**config.mk**
```make
export PLATFORM = sky130hd
export DESIGN_NAME = ttc_unit
export DESIGN_NICKNAME = d
export VERILOG_FILES = /design/src/hdl/ttc_pkg.sv /design/src/hdl/ttc_unit.sv
export VERILOG_INCLUDE_DIRS = /design/src /design/src/hdl
export SDC_FILE = /design/constraint.sdc
export NUM_CORES = 1
export LEC_CHECK = 0
export ABC_AREA = 1
export BUFFER_PORTS_ARGS = -buffer_cell sky130_fd_sc_hd__buf_2
export CAP_MARGIN = 20
export CORE_MARGIN = 2
export CORE_UTILIZATION = 56
export DETAILED_ROUTE_END_ITERATION = 8
export PLACE_DENSITY = 0.83
export SETUP_SLACK_MARGIN = 0.15
export SYNTH_ARGS = -nofsm -noshare
export SYNTH_HDL_FRONTEND = slang
export SYNTH_SLANG_ARGS = --single-unit
```
**constraint.sdc**
```tcl
create_clock -name core_clk -period 2.4 [get_ports core_clk]
set_clock_uncertainty 0.05 [all_clocks]
set_input_delay 0.48 -clock core_clk [delete_from_list [all_inputs] [get_ports core_clk]]
set_output_delay 0.48 -clock core_clk [all_outputs]
set_load 0.01 [all_outputs]
```
**src/hdl/ttc_defines.svh**
```systemverilog
// register offsets, bit positions, reset values and rate counts of the timer unit
`ifndef TTC_DEFINES_SVH
`define TTC_DEFINES_SVH
`define TTC_A_CTRL01   8'h88
`define TTC_A_MODE01   8'h89
`define TTC_A_TL0      8'h8A
`define TTC_A_TL1      8'h8B
`define TTC_A_TH0      8'h8C
`define TTC_A_TH1      8'h8D
`define TTC_A_RATE     8'h8F
`define TTC_A_CTRL2    8'hC8
`define TTC_A_CAPL     8'hCA
`define TTC_A_CAPH     8'hCB
`define TTC_A_TL2      8'hCC
`define TTC_A_TH2      8'hCD
// control register 01 bits
`define TTC_B_TF1      7
`define TTC_B_TR1      6
`define TTC_B_TF0      5
`define TTC_B_TR0      4
`define TTC_B_IE1      3
`define TTC_B_IT1      2
`define TTC_B_IE0      1
`define TTC_B_IT0      0
// mode register: channel 1 in the high nibble, channel 0 in the low
`define TTC_B_GATE     3
`define TTC_B_CT       2
`define TTC_B_MODE     0
// channel 2 control bits
`define TTC_B_TF2      7
`define TTC_B_CH2_EXTERNAL_FLAG     6
`define TTC_B_RCLK     5
`define TTC_B_TX_BITCLOCK_SELECT     4
`define TTC_B_CH2_EXTERNAL_ENABLE    3
`define TTC_B_TR2      2
`define TTC_B_CT2      1
`define TTC_B_CPRL2    0
// rate control bits
`define TTC_B_T0M      3
`define TTC_B_T1M      4
`define TTC_B_T2M      5
`define TTC_RESET      8'h00
// clocks per machine cycle, per fast tick and per baud tick
`define TTC_MC_CLKS    4'hC
`define TTC_FAST_CLKS  4'h4
`define TTC_BAUD_CLKS  4'h2
`endif

```
**src/hdl/ttc_pkg.sv**
```systemverilog
// types shared by the timer unit
package ttc_pkg;
  typedef enum logic [1:0] {TTC_M13, TTC_M16, TTC_M8R, TTC_MSPLIT} ttc_mode_type;
endpackage : ttc_pkg

```
**src/hdl/ttc_unit.sv**
```systemverilog
// triple timer/counter unit with external interrupt detectors
// Notes on behaviour
// - channels 0/1 set overflow flag on overflow (channel 1 not while channel 0 is in mode 11); cleared when the core vectors
// - channels 0/1 count only while their run bit is 1; in mode 11 the channel 0 high byte uses the channel 1 run bit
// - edge mode: falling pin edge sets request; cleared on vectoring or software
// - level mode: request follows pin low; software writes ignored
// - type bit 1 detects falling edge, 0 detects low level
// - gate 1: count only while irq pin high and run bit set
// - select bit: 0 counts clock/12 (clock/4 with rate bit set), 1 counts external count pin
// - mode 00 13-bit, 01 16-bit, 10 8-bit reload; channel 1 mode 11 off
// - channel 0 mode 11 splits into two 8-bit counters
// - mode 0: high byte counter behind 5-bit low-byte prescaler
// - 8-bit reload: low byte overflow reloads it from high byte
// - channel 2 overflow flag set from FFFF only when both clock selects 0
// - channel 2 external flag set by trigger edge with external enable
// - rx/tx clock selects pick channel 2 (1) or channel 1 (0) overflow
// - trigger edge with external enable captures/reloads unless baud mode
// - channel 2 runs while its run bit is 1
// - channel 2 select: 0 internal timing, 1 counts count-pin falls
// - channel 2 timer ticks every 4 or 12 clocks; baud mode every 2
// - capture bit 1 captures on trigger; 0 reloads on overflow and trigger
// - any clock select set forces reload after every overflow
// - count pin sampled once per machine cycle; high then low increments
// - timer function increments once per machine cycle, or every 4 clocks with its rate bit set
// - capture copies count bytes into capture registers
// - reload loads the 16-bit capture/reload pair into the counter
// - baud mode: no overflow flag; trigger sets external flag only
`timescale 1ns/1ps
`include "ttc_defines.svh"
module ttc_unit (
  input  wire logic       core_clk,      // 250 MHz clock
  input  wire logic       rst,           // synchronous reset
  input  wire logic [7:0] sfr_addr,      // register address
  input  wire logic       sfr_wr,        // write strobe
  input  wire logic       sfr_rd,        // read strobe
  input  wire logic [7:0] sfr_wdata,     // write data
  output logic      [7:0] sfr_rdata,     // read data, one cycle after strobe
  input  wire logic       ext_irq0_pin,  // external interrupt 0, low active
  input  wire logic       ext_irq1_pin,  // external interrupt 1, low active
  input  wire logic       ch0_count_pin, // channel 0 count input
  input  wire logic       ch1_count_pin, // channel 1 count input
  input  wire logic       ch2_count_pin, // channel 2 count input
  input  wire logic       ch2_trigger_pin, // channel 2 trigger input
  input  wire logic       ack_ext0,      // vector taken, external 0
  input  wire logic       ack_ch0,       // vector taken, channel 0
  input  wire logic       ack_ext1,      // vector taken, external 1
  input  wire logic       ack_ch1,       // vector taken, channel 1
  output logic            irq_ext0,      // request external 0
  output logic            irq_ch0,       // request channel 0
  output logic            irq_ext1,      // request external 1
  output logic            irq_ch1,       // request channel 1
  output logic            irq_ch2,       // request channel 2
  output logic            rx_bitclk_tick, // receive bit clock pulse
  output logic            tx_bitclk_tick  // transmit bit clock pulse
);

  // one count step of channel 0/1 low/high bytes: returns {ovf, th, tl}
  function automatic logic [16:0] ttc_step(input logic [7:0] tl, input logic [7:0] th,
                                            input logic [1:0] m, input logic inc);
    logic [16:0] r;
    r = {1'b0, th, tl};
    if (inc) begin
      unique case (ttc_pkg::ttc_mode_type'(m))
        ttc_pkg::TTC_M13: begin
          r[4:0] = tl[4:0] + 5'h01;
          if (tl[4:0] == 5'h1F) begin
            r[15:8] = th + 8'h01;
            r[16]   = (th == 8'hFF);
          end
        end
        ttc_pkg::TTC_M16: r = {1'b0, th, tl} + 17'h00001;
        ttc_pkg::TTC_M8R: begin
          r[7:0] = (tl == 8'hFF) ? th : tl + 8'h01;
          r[16]  = (tl == 8'hFF);
        end
        ttc_pkg::TTC_MSPLIT: begin
          r[7:0] = tl + 8'h01;
          r[16]  = (tl == 8'hFF);
        end
      endcase
    end
    return r;
  endfunction : ttc_step

  // divider and pin synchronisers
  logic [3:0] div, next_div;
  logic [5:0] sy1, sy2, smp, next_smp, prev, next_prev;
  always_comb begin
    next_div  = (div == `TTC_MC_CLKS - 4'h1) ? 4'h0 : div + 4'h1;
    next_smp  = smp;
    next_prev = sy2;
    if (div == `TTC_MC_CLKS - 4'h1) begin
      next_smp = sy2;
    end
  end
  always_ff @(posedge core_clk) begin
    if (rst) begin
      div  <= 4'h0;
      sy1  <= 6'h3F;
      sy2  <= 6'h3F;
      smp  <= 6'h3F;
      prev <= 6'h3F;
    end else begin
      div  <= next_div;
      sy1  <= {ch2_trigger_pin, ch2_count_pin, ch1_count_pin, ch0_count_pin,
               ext_irq1_pin, ext_irq0_pin};
      sy2  <= sy1;
      smp  <= next_smp;
      prev <= next_prev;
    end
  end

  // rate ticks and pin events
  logic tick12, tick4, tick2, mc_end;
  logic [5:0] mc_fall;
  logic ext_irq0_pin_fall, ext_irq1_pin_fall, trig_fall;
  assign mc_end    = (div == `TTC_MC_CLKS - 4'h1);
  assign tick12    = mc_end;
  assign tick4     = (div[1:0] == 2'(`TTC_FAST_CLKS - 4'h1));
  assign tick2     = div[0] == 1'(`TTC_BAUD_CLKS - 4'h1);
  assign mc_fall   = mc_end ? (smp & ~sy2) : 6'h00;
  assign ext_irq0_pin_fall = prev[0] & ~sy2[0];
  assign ext_irq1_pin_fall = prev[1] & ~sy2[1];
  assign trig_fall = prev[5] & ~sy2[5];

  // register state
  logic [7:0] ctl01, mod01, tl0, th0, tl1, th1, rate, ctl2, capl, caph, tl2, th2;
  logic [7:0] n_ctl01, n_tl0, n_th0, n_tl1, n_th1, n_ctl2, n_capl, n_caph, n_tl2, n_th2;
  logic [7:0] n_rdata;
  logic [16:0] s0, s1, s0h;
  logic run0, run1, run0h, inc0, inc1, inc0h, src0, src1;
  logic baud, rate2, inc2, ovf2, trig2, ovf1_tick;
  logic [16:0] c2;
  logic wr01, wr2;

  // channel 0/1 increment conditions
  always_comb begin
    run0  = ctl01[`TTC_B_TR0] & (~mod01[`TTC_B_GATE] | sy2[0]);
    run1  = ctl01[`TTC_B_TR1] & (~mod01[4+`TTC_B_GATE] | sy2[1]);
    src0  = mod01[`TTC_B_CT] ? mc_fall[2]
          : (rate[`TTC_B_T0M] ? tick4 : tick12);
    src1  = mod01[4+`TTC_B_CT] ? mc_fall[3]
          : (rate[`TTC_B_T1M] ? tick4 : tick12);
    inc0  = run0 & src0;
    inc1  = run1 & src1 & (mod01[5:4] != 2'h3);
    run0h = ctl01[`TTC_B_TR1];
    inc0h = run0h & (rate[`TTC_B_T0M] ? tick4 : tick12) & (mod01[1:0] == 2'h3);
    s0    = ttc_step(tl0, th0, mod01[1:0], inc0);
    s1    = ttc_step(tl1, th1, mod01[5:4], inc1);
    s0h   = {(th0 == 8'hFF) & inc0h, th0 + {7'h00, inc0h}, 8'h00};
  end

  // channel 2 conditions
  always_comb begin
    baud  = ctl2[`TTC_B_RCLK] | ctl2[`TTC_B_TX_BITCLOCK_SELECT];
    rate2 = baud ? tick2 : (rate[`TTC_B_T2M] ? tick4 : tick12);
    inc2  = ctl2[`TTC_B_TR2] & (ctl2[`TTC_B_CT2] ? mc_fall[4] : rate2);
    ovf2  = inc2 & ({th2, tl2} == 16'hFFFF);
    trig2 = trig_fall & ctl2[`TTC_B_CH2_EXTERNAL_ENABLE];
    c2    = {1'b0, th2, tl2} + {16'h0000, inc2};
    if ((ovf2 & (~ctl2[`TTC_B_CPRL2] | baud)) |
        (trig2 & ~ctl2[`TTC_B_CPRL2] & ~baud)) begin
      c2 = {1'b0, caph, capl};
    end
  end

  // next register values; software data writes win over counting
  always_comb begin
    wr01    = sfr_wr & (sfr_addr == `TTC_A_CTRL01);
    wr2     = sfr_wr & (sfr_addr == `TTC_A_CTRL2);
    n_ctl01 = wr01 ? sfr_wdata : ctl01;
    n_tl0   = s0[7:0];
    n_th0   = (mod01[1:0] == 2'h3) ? s0h[15:8] : s0[15:8];
    n_tl1   = s1[7:0];
    n_th1   = s1[15:8];
    n_ctl2  = wr2 ? sfr_wdata : ctl2;
    n_capl  = capl;
    n_caph  = caph;
    n_tl2   = c2[7:0];
    n_th2   = c2[15:8];
    // overflow flags: software write, vector clear, hardware set wins
    if (ack_ch0) n_ctl01[`TTC_B_TF0] = 1'b0;
    if (ack_ch1) n_ctl01[`TTC_B_TF1] = 1'b0;
    if (s0[16]) n_ctl01[`TTC_B_TF0] = 1'b1;
    if ((s1[16] & (mod01[1:0] != 2'h3)) | s0h[16]) n_ctl01[`TTC_B_TF1] = 1'b1;
    // external interrupt 0 request
    if (ctl01[`TTC_B_IT0]) begin
      if (ack_ext0) n_ctl01[`TTC_B_IE0] = 1'b0;
      if (ext_irq0_pin_fall) n_ctl01[`TTC_B_IE0] = 1'b1;
    end else begin
      n_ctl01[`TTC_B_IE0] = ~sy2[0];
    end
    // external interrupt 1 request
    if (ctl01[`TTC_B_IT1]) begin
      if (ack_ext1) n_ctl01[`TTC_B_IE1] = 1'b0;
      if (ext_irq1_pin_fall) n_ctl01[`TTC_B_IE1] = 1'b1;
    end else begin
      n_ctl01[`TTC_B_IE1] = ~sy2[1];
    end
    // channel 2 flags: software may write, hardware set wins
    if (ovf2 & ~baud) n_ctl2[`TTC_B_TF2] = 1'b1;
    if (trig2) n_ctl2[`TTC_B_CH2_EXTERNAL_FLAG] = 1'b1;
    if (trig2 & ctl2[`TTC_B_CPRL2] & ~baud) begin
      n_capl = tl2;
      n_caph = th2;
    end
    // data register writes
    unique case (sfr_wr ? sfr_addr : 8'h00)
      `TTC_A_TL0:  n_tl0  = sfr_wdata;
      `TTC_A_TH0:  n_th0  = sfr_wdata;
      `TTC_A_TL1:  n_tl1  = sfr_wdata;
      `TTC_A_TH1:  n_th1  = sfr_wdata;
      `TTC_A_CAPL: n_capl = sfr_wdata;
      `TTC_A_CAPH: n_caph = sfr_wdata;
      `TTC_A_TL2:  n_tl2  = sfr_wdata;
      `TTC_A_TH2:  n_th2  = sfr_wdata;
      default: ;
    endcase
    // read data, unmapped addresses read zero
    unique case (sfr_addr)
      `TTC_A_CTRL01: n_rdata = ctl01;
      `TTC_A_MODE01: n_rdata = mod01;
      `TTC_A_TL0:    n_rdata = tl0;
      `TTC_A_TL1:    n_rdata = tl1;
      `TTC_A_TH0:    n_rdata = th0;
      `TTC_A_TH1:    n_rdata = th1;
      `TTC_A_RATE:   n_rdata = rate;
      `TTC_A_CTRL2:  n_rdata = ctl2;
      `TTC_A_CAPL:   n_rdata = capl;
      `TTC_A_CAPH:   n_rdata = caph;
      `TTC_A_TL2:    n_rdata = tl2;
      `TTC_A_TH2:    n_rdata = th2;
      default:       n_rdata = 8'h00;
    endcase
    if (!sfr_rd) n_rdata = sfr_rdata;
  end

  // register all state
  always_ff @(posedge core_clk) begin
    if (rst) begin
      ctl01     <= `TTC_RESET;
      mod01     <= `TTC_RESET;
      tl0       <= `TTC_RESET;
      th0       <= `TTC_RESET;
      tl1       <= `TTC_RESET;
      th1       <= `TTC_RESET;
      rate      <= `TTC_RESET;
      ctl2      <= `TTC_RESET;
      capl      <= `TTC_RESET;
      caph      <= `TTC_RESET;
      tl2       <= `TTC_RESET;
      th2       <= `TTC_RESET;
      sfr_rdata <= `TTC_RESET;
    end else begin
      ctl01     <= n_ctl01;
      mod01     <= (sfr_wr && sfr_addr == `TTC_A_MODE01) ? sfr_wdata : mod01;
      tl0       <= n_tl0;
      th0       <= n_th0;
      tl1       <= n_tl1;
      th1       <= n_th1;
      rate      <= (sfr_wr && sfr_addr == `TTC_A_RATE) ? sfr_wdata : rate;
      ctl2      <= n_ctl2;
      capl      <= n_capl;
      caph      <= n_caph;
      tl2       <= n_tl2;
      th2       <= n_th2;
      sfr_rdata <= n_rdata;
    end
  end

  // requests to the interrupt controller and bit clocks to the serial port
  assign irq_ext0       = ctl01[`TTC_B_IE0];
  assign irq_ch0        = ctl01[`TTC_B_TF0];
  assign irq_ext1       = ctl01[`TTC_B_IE1];
  assign irq_ch1        = ctl01[`TTC_B_TF1];
  assign irq_ch2        = ctl2[`TTC_B_TF2] | ctl2[`TTC_B_CH2_EXTERNAL_FLAG];
  assign ovf1_tick      = s1[16];
  assign rx_bitclk_tick = ctl2[`TTC_B_RCLK] ? ovf2 : ovf1_tick;
  assign tx_bitclk_tick = ctl2[`TTC_B_TX_BITCLOCK_SELECT] ? ovf2 : ovf1_tick;

endmodule : ttc_unit

```
==> results of run 1 <==
-- cell usage in the layout, fill, tap and decap left out, types with 3 or more instances in the layout --
cell,synthesis,routed
o21ai_0,106,97
nor3_1,18,16
nand4_1,16,16
o22ai_1,3,3
o211ai_1,22,22
clkbuf_16,0,17
ha_4,0,8
xnor2_1,5,5
buf_4,2,69
buf_2,17,44
ha_1,15,6
dfxtp_1,126,118
clkinv_2,0,3
nand3_1,188,182
a31oi_1,16,16
nand2_2,2,7
nor2_2,3,6
nor2_1,132,125
nand2_1,326,318
or2_2,17,17
nand2_4,0,3
nand3b_1,3,3
nor2_4,3,7
o21ai_1,2,7
inv_6,0,9
inv_1,172,171
xor2_1,15,15
a21oi_2,1,3
a21oi_1,96,93
o21ai_2,1,5
nand3_2,1,4
nand3_4,0,3
dfxtp_2,0,7
buf_6,0,5
-- cells in the mapped netlist --
cell	instances	area share (%)
nand2_1	326	15
nand3_1	188	11
inv_1	172	7.9
nor2_1	132	6.1
dfxtp_1	126	31
o21ai_0	106	6.5
a21oi_1	96	5.9
clkbuf_1	29	1.3
o211ai_1	22	2.0
nor3_1	18	1.1
buf_2	17	1.0
or2_2	17	1.3
a31oi_1	16	1.2
nand4_1	16	1.2
ha_1	15	2.3
xor2_1	15	1.6
xnor2_1	5	0.53
nand3b_1	3	0.28
nor2_2	3	0.23
nor2_4	3	0.41
o22ai_1	3	0.23
buf_1	2	0.092
buf_4	2	0.18
clkinv_1	2	0.092
nand2_2	2	0.15
o21ai_1	2	0.12
a211oi_1	1	0.092
a21o_1	1	0.092
a21oi_2	1	0.11
a22oi_1	1	0.092
mux2i_1	1	0.12
nand3_2	1	0.12
nor3_4	1	0.20
nor4_1	1	0.076
o21ai_2	1	0.11
-- worst max-delay path, cell delays in order, from the launching register on --
cell and delay (ns):
dfxtp_2 0.35, ha_4 0.16, nand3_4 0.08, buf_6 0.14, nand2_4 0.05, nand4_1 0.18, a21oi_2 0.20, buf_6 0.14
nand3_2 0.06, o21ai_2 0.07, buf_2 0.15
-- routing by layer --
layer	share of wire (%)	wire, µm	GRT usage [%]
met1	38	11300	47.0
met2	45	13200	58.0
met3	11	3310	8.89
met4	5.6	1660	17.6
met5	0	0	0
-- metrics by stage --
stage / area, µm² / hold slack [ns] / instances / TNS, ns / util, %
4_1_cts: 9670 / 0.172 / 1626 / -0.270 / 67.1
5_1_grt: 9830 / 0.169 / 1631 / -1.37 / 68.2
3_3_place_gp: 8920 / 0.341 / 1587 / -0.0235 / 61.8
6_report: 9830 / 0.178 / 1631 / -0.281 / 68.2
2_1_floorplan: 8220 / 0.339 / 1347 / 0 / -
3_5_place_dp: 8920 / 0.349 / 1587 / -0.309 / 61.8
-- final cells by class --
cell class | instances | area (µm²) | area share, %
timing repair buffer | 118 | 795 | 8.08
tap | 184 | 230 | 2.34
multi-input combinational | 997 | 5070 | 51.6
clock inverter | 15 | 121 | 1.23
sequential | 126 | 2530 | 25.8
inverter | 174 | 653 | 6.64
clock buffer | 17 | 425 | 4.33
-- repair_timing --
action	4_1_cts	5_1_grt
gates resized for setup	43	31
setup buffers	7	5
pin swaps	12	33
endpoints found under the setup margin	16	19
endpoints found under the hold margin	0	0
-- where the power goes --
part           total, mW  switching [mW]  internal [mW]
sequential          2.12          0.0115           2.11
combinational      0.245           0.179         0.0655
clock               2.47            1.12           1.35
-- state kept, by name, summed over array words and instances (netlist names), 8 cells and up --
register	count
caph	8
capl	8
ctl01	8
ctl2	8
mod01	8
rate	8
sfr_rdata	8
th0	8
th1	8
th2	8
tl0	8
tl1	8
tl2	8
-- logic make-up (layout without fill, tap and decap cells) --
family,after synthesis,after routing
flip-flops,126,126
buffers and inverters,224,324
adder cells (fa/ha/maj),15,15
AND/OR/NAND/NOR,711,711
AO/OA/AOI/OAI,250,250
XOR/XNOR,20,20
multiplexers,1,1
-- final timing paths --
kind	cells past startpoint	endpoint	slack, ns
min reg2reg	1	next_prev[1]	0.37
min	2	sy1[1]	0.18
max reg2reg	18	th2[4]	0
max	10	tx_bitclk_tick	-0.14
==> results.py, run 1 <==
metrics = {
    "routing": {
        "wl_per_cell_um": 18.1,
        "avgViaCountPerCell": 6.07,
        "drt_iter0_drc": 1197,
        "wirelength_um": 29500,
        "post-route-drc-count": 0,
        "num_vias": 9907,
        "final_antenna_net_count": 0,
        "drtPass1Iterations": 8,
    },
    "place": {
        "place.gp.congestion": 1.06,
        "dp_worst_setup_slack_ns": -0.0737,
        "hpwlAfterDp_um": 20800,
        "place.port_buffers": 44,
    },
    "timing": {
        "final_hold_viol_count": 0,
        "period_share_pct": 106,
        "worst_slew_pin_slew_ns": 0.788,
        "rsz0062_at_grt": "yes",
        "layout_setup_ws_ns": -0.143,
        "slew_headroom_pct": 47.4,
        "max_freq_mhz": 393,
        "drv_slew": 0,
        "finalSetupViolations": 3,
        "period_minus_slack_ns": 2.54,
    },
    "worst_hold_path": {
        "min_path_type": "in -> reg",
        "hold_start": "ext_irq1_pin",
    },
    "grt": {
        "antenna_found_initial": 0,
        "grt_use_total_pct": 36.6,
        "grt_pass1_wl_um": 45900,
        "grt_pass1_vias": 8933,
        "grt_start_max_net_pins": 58,
        "grt.overflow.total": 0,
    },
    "floorplan": {
        "die_w_um": 125,
        "initial_core_util_pct": 56.8,
        "fp.dieArea_um2": 15600,
        "die_y_um": 125,
        "ios": 45,
        "rows": 44,
        "core_region_area_um2": 14400,
    },
    "yosys": {
        "synth_compound_area_share_pct": 16.4,
        "avgSynthCellArea_um2": 6.08,
        "synth_mux_area_share_pct": 0.122,
        "synth.yosys.seq_area_share_pct": 30.8,
        "syn_inst": 1347,
        "synth_top_family_by_area": "simple AND/OR/NAND/NOR gates",
        "synthesis.nets": 1392,
        "synthXorXnorAreaFrac_pct": 2.14,
        "synth_cell_types": 35,
        "synth_fa_ha_area_share_pct": 2.29,
        "synth_simple_gate_area_share_pct": 37.6,
        "ys_warn_count": 0,
        "synth-seq-cells": 126,
        "netlist_area_um2": 8190,
    },
    "clocking": {
        "cts.sinks": 126,
        "cts_tree": "built",
        "hold_buffers": 0,
        "ctsRootBufferMaster": "clkbuf_16",
        "numCtsBuffers": 17,
        "clk_pin_slew_ns": 0.06,
        "clock_latency_ns": 0.43,
        "cts_buffer_depth": 2,
        "cts.htree.levels": 4,
    },
    "critical_path": {
        "crit_required_ns": 1.87,
        "critical_path_class": "reg -> out",
        "cp.arrival_ns": 2.01,
        "r2r_start": "div[1]",
        "endpoint_kind": "output port",
        "worstPathMaxFanout": 3,
        "crit_path_start_kind": "flop",
        "startpoint": "div[1]",
    },
    "run_status": {
        "outcome": "finished, violations left",
        "violations": "setup timing",
    },
    "pwr": {
        "power.density_nw_per_um2": 491,
        "leakage_nw": 4.42,
        "power_mw": 4.83,
        "ir_drop_uv": 472,
    },
    "job": {
        "maxCapViolations": 0,
    },
    "layout": {
        "drive_above_1_share_pct": 15.7,
        "nNetsFinal": 1479,
        "antennaDiodeCount": 0,
        "fill_cells": 1253,
        "area_growth_pct": 20.1,
    },
}
(Power assumes the default switching activity.)
==> run 2, diff against run 1 <==
- ABC_AREA: 1 -> unset
==> results.py, run 2 <==
metrics = {
    "routing": {
        "final_antenna_net_count": 0,
        "drt_iter0_drc": 1810,
        "drtPass1Iterations": 7,
        "avgViaCountPerCell": 6.95,
        "post-route-drc-count": 0,
        "num_vias": 9394,
        "wirelength_um": 31500,
        "wl_per_cell_um": 23.3,
    },
    "layout": {
        "final_cell_mix": "125 x buf_4, 119 x dfxtp_1, 103 x nand2_1",
        "layout_commonest_cell": "buf_4",
        "area_growth_pct": 30.6,
        "drive_above_1_share_pct": 30.3,
        "fill_cells": 925,
        "fin_area_um2": 10500,
        "antennaDiodeCount": 0,
        "nNetsFinal": 1203,
    },
    "pwr": {
        "power.density_nw_per_um2": 473,
        "ir_drop_uv": 502,
        "leakage_nw": 3.88,
    },
    "clocking": {
        "clock_latency_ns": 0.44,
        "cts.sinks": 126,
        "ctsRootBufferMaster": "clkbuf_16",
        "clk_pin_slew_ns": 0.06,
        "numCtsBuffers": 17,
        "cts_tree": "built",
        "cts_buffer_depth": 2,
        "cts.htree.levels": 4,
        "hold_buffers": 0,
    },
    "yosys": {
        "yosys.area.top_type_share_pct": 31.5,
        "synth_edf_count": 0,
        "synth-seq-cells": 126,
        "netlist_area_um2": 8020,
        "async_flop_share_pct": 0,
        "synth_ff_type": "dfxtp_1",
        "synth_top_area_cell": "dfxtp_1",
        "synth_common_cells": "126 x dfxtp_1, 112 x nand2_1, 90 x nor2_1",
        "ys_warn_count": 0,
        "synth_most_common_cell": "dfxtp_1",
        "synthTopCellsByArea": "dfxtp_1 31%, mux2i_1 5.7%, nand2_1 5.2%",
        "synthesis.nets": 1060,
        "synth_cell_types": 82,
        "avgSynthCellArea_um2": 7.90,
        "synth.yosys.seq_area_share_pct": 31.5,
        "syn_inst": 1015,
    },
    "critical_path": {
        "reg2reg_slack_ns": -0.38,
        "cp.arrival_ns": 2.29,
        "crit_required_ns": 1.87,
        "crit_path_start_kind": "flop",
        "r2r_cells": 15,
        "endpoint_kind": "output port",
        "rr_endpoint": "tl2[6]",
        "worstPathMaxFanout": 2,
        "r2r_start": "div[0]",
        "critical_path_class": "reg -> out",
    },
    "place": {
        "place_area_um2": 9130,
        "hpwlAfterDp_um": 20200,
        "place.port_buffers": 44,
        "place.gp.congestion": 1.03,
    },
    "run_status": {
        "violations": "setup timing",
        "outcome": "finished, violations left",
    },
    "timing": {
        "period_minus_slack_ns": 2.82,
        "slew_headroom_pct": 48.6,
        "max_freq_mhz": 354,
        "final_hold_viol_count": 0,
        "period_share_pct": 118,
        "worst_slew_pin_slew_ns": 0.768,
        "rsz0062_at_grt": "yes",
        "drv_slew": 0,
        "hold_ws_ns": 0.178,
        "layout_setup_ws_ns": -0.424,
        "finalSetupViolations": 20,
    },
    "worst_hold_path": {
        "holdPathEnd": "sy1[3]",
        "hold_start": "ch1_count_pin",
        "hold_path_depth": 2,
        "min_path_type": "in -> reg",
    },
    "floorplan": {
        "core_region_area_um2": 13900,
        "initial_core_util_pct": 57.5,
        "rows": 43,
        "fp.dieArea_um2": 15300,
        "die_w_um": 124,
        "ios": 45,
        "die_y_um": 124,
    },
    "grt": {
        "grt_pass1_vias": 8144,
        "grt_pass1_wl_um": 44500,
        "grt_use_total_pct": 38.5,
        "grt.overflow.total": 0,
        "antenna_found_initial": 1,
        "grt_start_max_net_pins": 78,
    },
    "job": {
        "maxCapViolations": 0,
    },
}
-- run 2: changes by cell type in the layout (fill, tap and decap cells not counted), moves of 13 or more --
cell	before	now
buf_6	5	27
inv_1	171	22
nand3_1	182	58
o21ai_0	97	48
a22oi_1	1	14
nor2_1	125	85
mux2i_1	1	44
buf_4	69	125
xnor2_1	5	19
a211oi_1	1	23
nand2_1	318	103
a311oi_1	0	17
a21oi_1	93	49
-- run 2: how the worst max path moves through the flow --
| stage | startpoint | depth (start not counted) | slack, ns | end |
|---|---|---|---|---|
| 4_1_cts | div[1] | 8 | -0.40 | rx_bitclk_tick |
| 3_5_place_dp | div[1] | 13 | -0.30 | th2[5] |
| 6_report | div[0] | 8 | -0.42 | rx_bitclk_tick |
| 3_3_place_gp | div[1] | 13 | -0.22 | tl2[6] |
| 2_1_floorplan | div[0] | 14 | -0.27 | th2[0] |
| 5_1_grt | div[1] | 8 | -0.48 | rx_bitclk_tick |
-- run 2: final cells by class --
class	count	area [µm²]	area share, %
clock buffers	18	439	4.19
clock inverters	14	123	1.17
inverters	23	88.8	0.848
multi-input cells	790	5510	52.6
flip-flops and latches	126	2530	24.2
well taps	180	225	2.15
repair buffers	200	1550	14.8
-- run 2: where the power goes --
part	switching [mW]	internal, mW
combinational	0.214	0.103
clock	1.13	1.38
sequential	0.0139	2.11
-- run 2: kinds of logic after synthesis --
logic type / after synthesis / synth area share, %
and+or+nand+nor: 425 / 27.3
xor gates and xnor gates: 33 / 3.60
DFF: 126 / 31.5
adders and majority gates: 15 / 2.34
AOI/OAI and AO/OA: 263 / 22.8
buffers and inverters: 99 / 5.23
muxes: 54 / 7.29
-- run 2: per-stage QoR --
stage / std cells / setup slack (ns) / setup TNS, ns / util (%) / total power, mW
6_report: 1351 / -0.424 / -5.83 / 75.1 / 4.96
5_1_grt: 1351 / -0.479 / -6.87 / 75.1 / 5.05
4_1_cts: 1336 / -0.405 / -4.72 / 71.3 / 4.91
3_5_place_dp: 1283 / -0.301 / -2.51 / 65.5 / 2.45
3_3_place_gp: 1283 / -0.215 / -1.56 / 65.5 / 2.44
2_1_floorplan: 1015 / -0.269 / -1.55 / - / 2.32
-- run 2: critical path, cell delays in order (launching register included) --
cell and delay [ns]:
dfxtp_2 0.36, ha_4 0.14, nand3b_1 0.12, nor3b_2 0.22
or3_4 0.19, nand2_4 0.06, or4_4 0.43, mux2i_2 0.17
buf_2 0.17
-- run 2: repair_timing --
action                                  CTS  global route
resized for setup                        24            99
pin swaps                                28            58
cloned                                    0             1
endpoints found under the setup margin   22            42
endpoints found under the hold margin     0             0
buffers inserted                         21            14
-- run 2: metal layers --
metal  vias to the layer above  track usage [%]  part of all wire, %
met5                         -                0                    0
met3                       198             10.9                   15
met4                         0             19.2                  5.9
li1                       4045                -                    -
met1                      4279             50.7                   37
met2                       872             57.7                   43
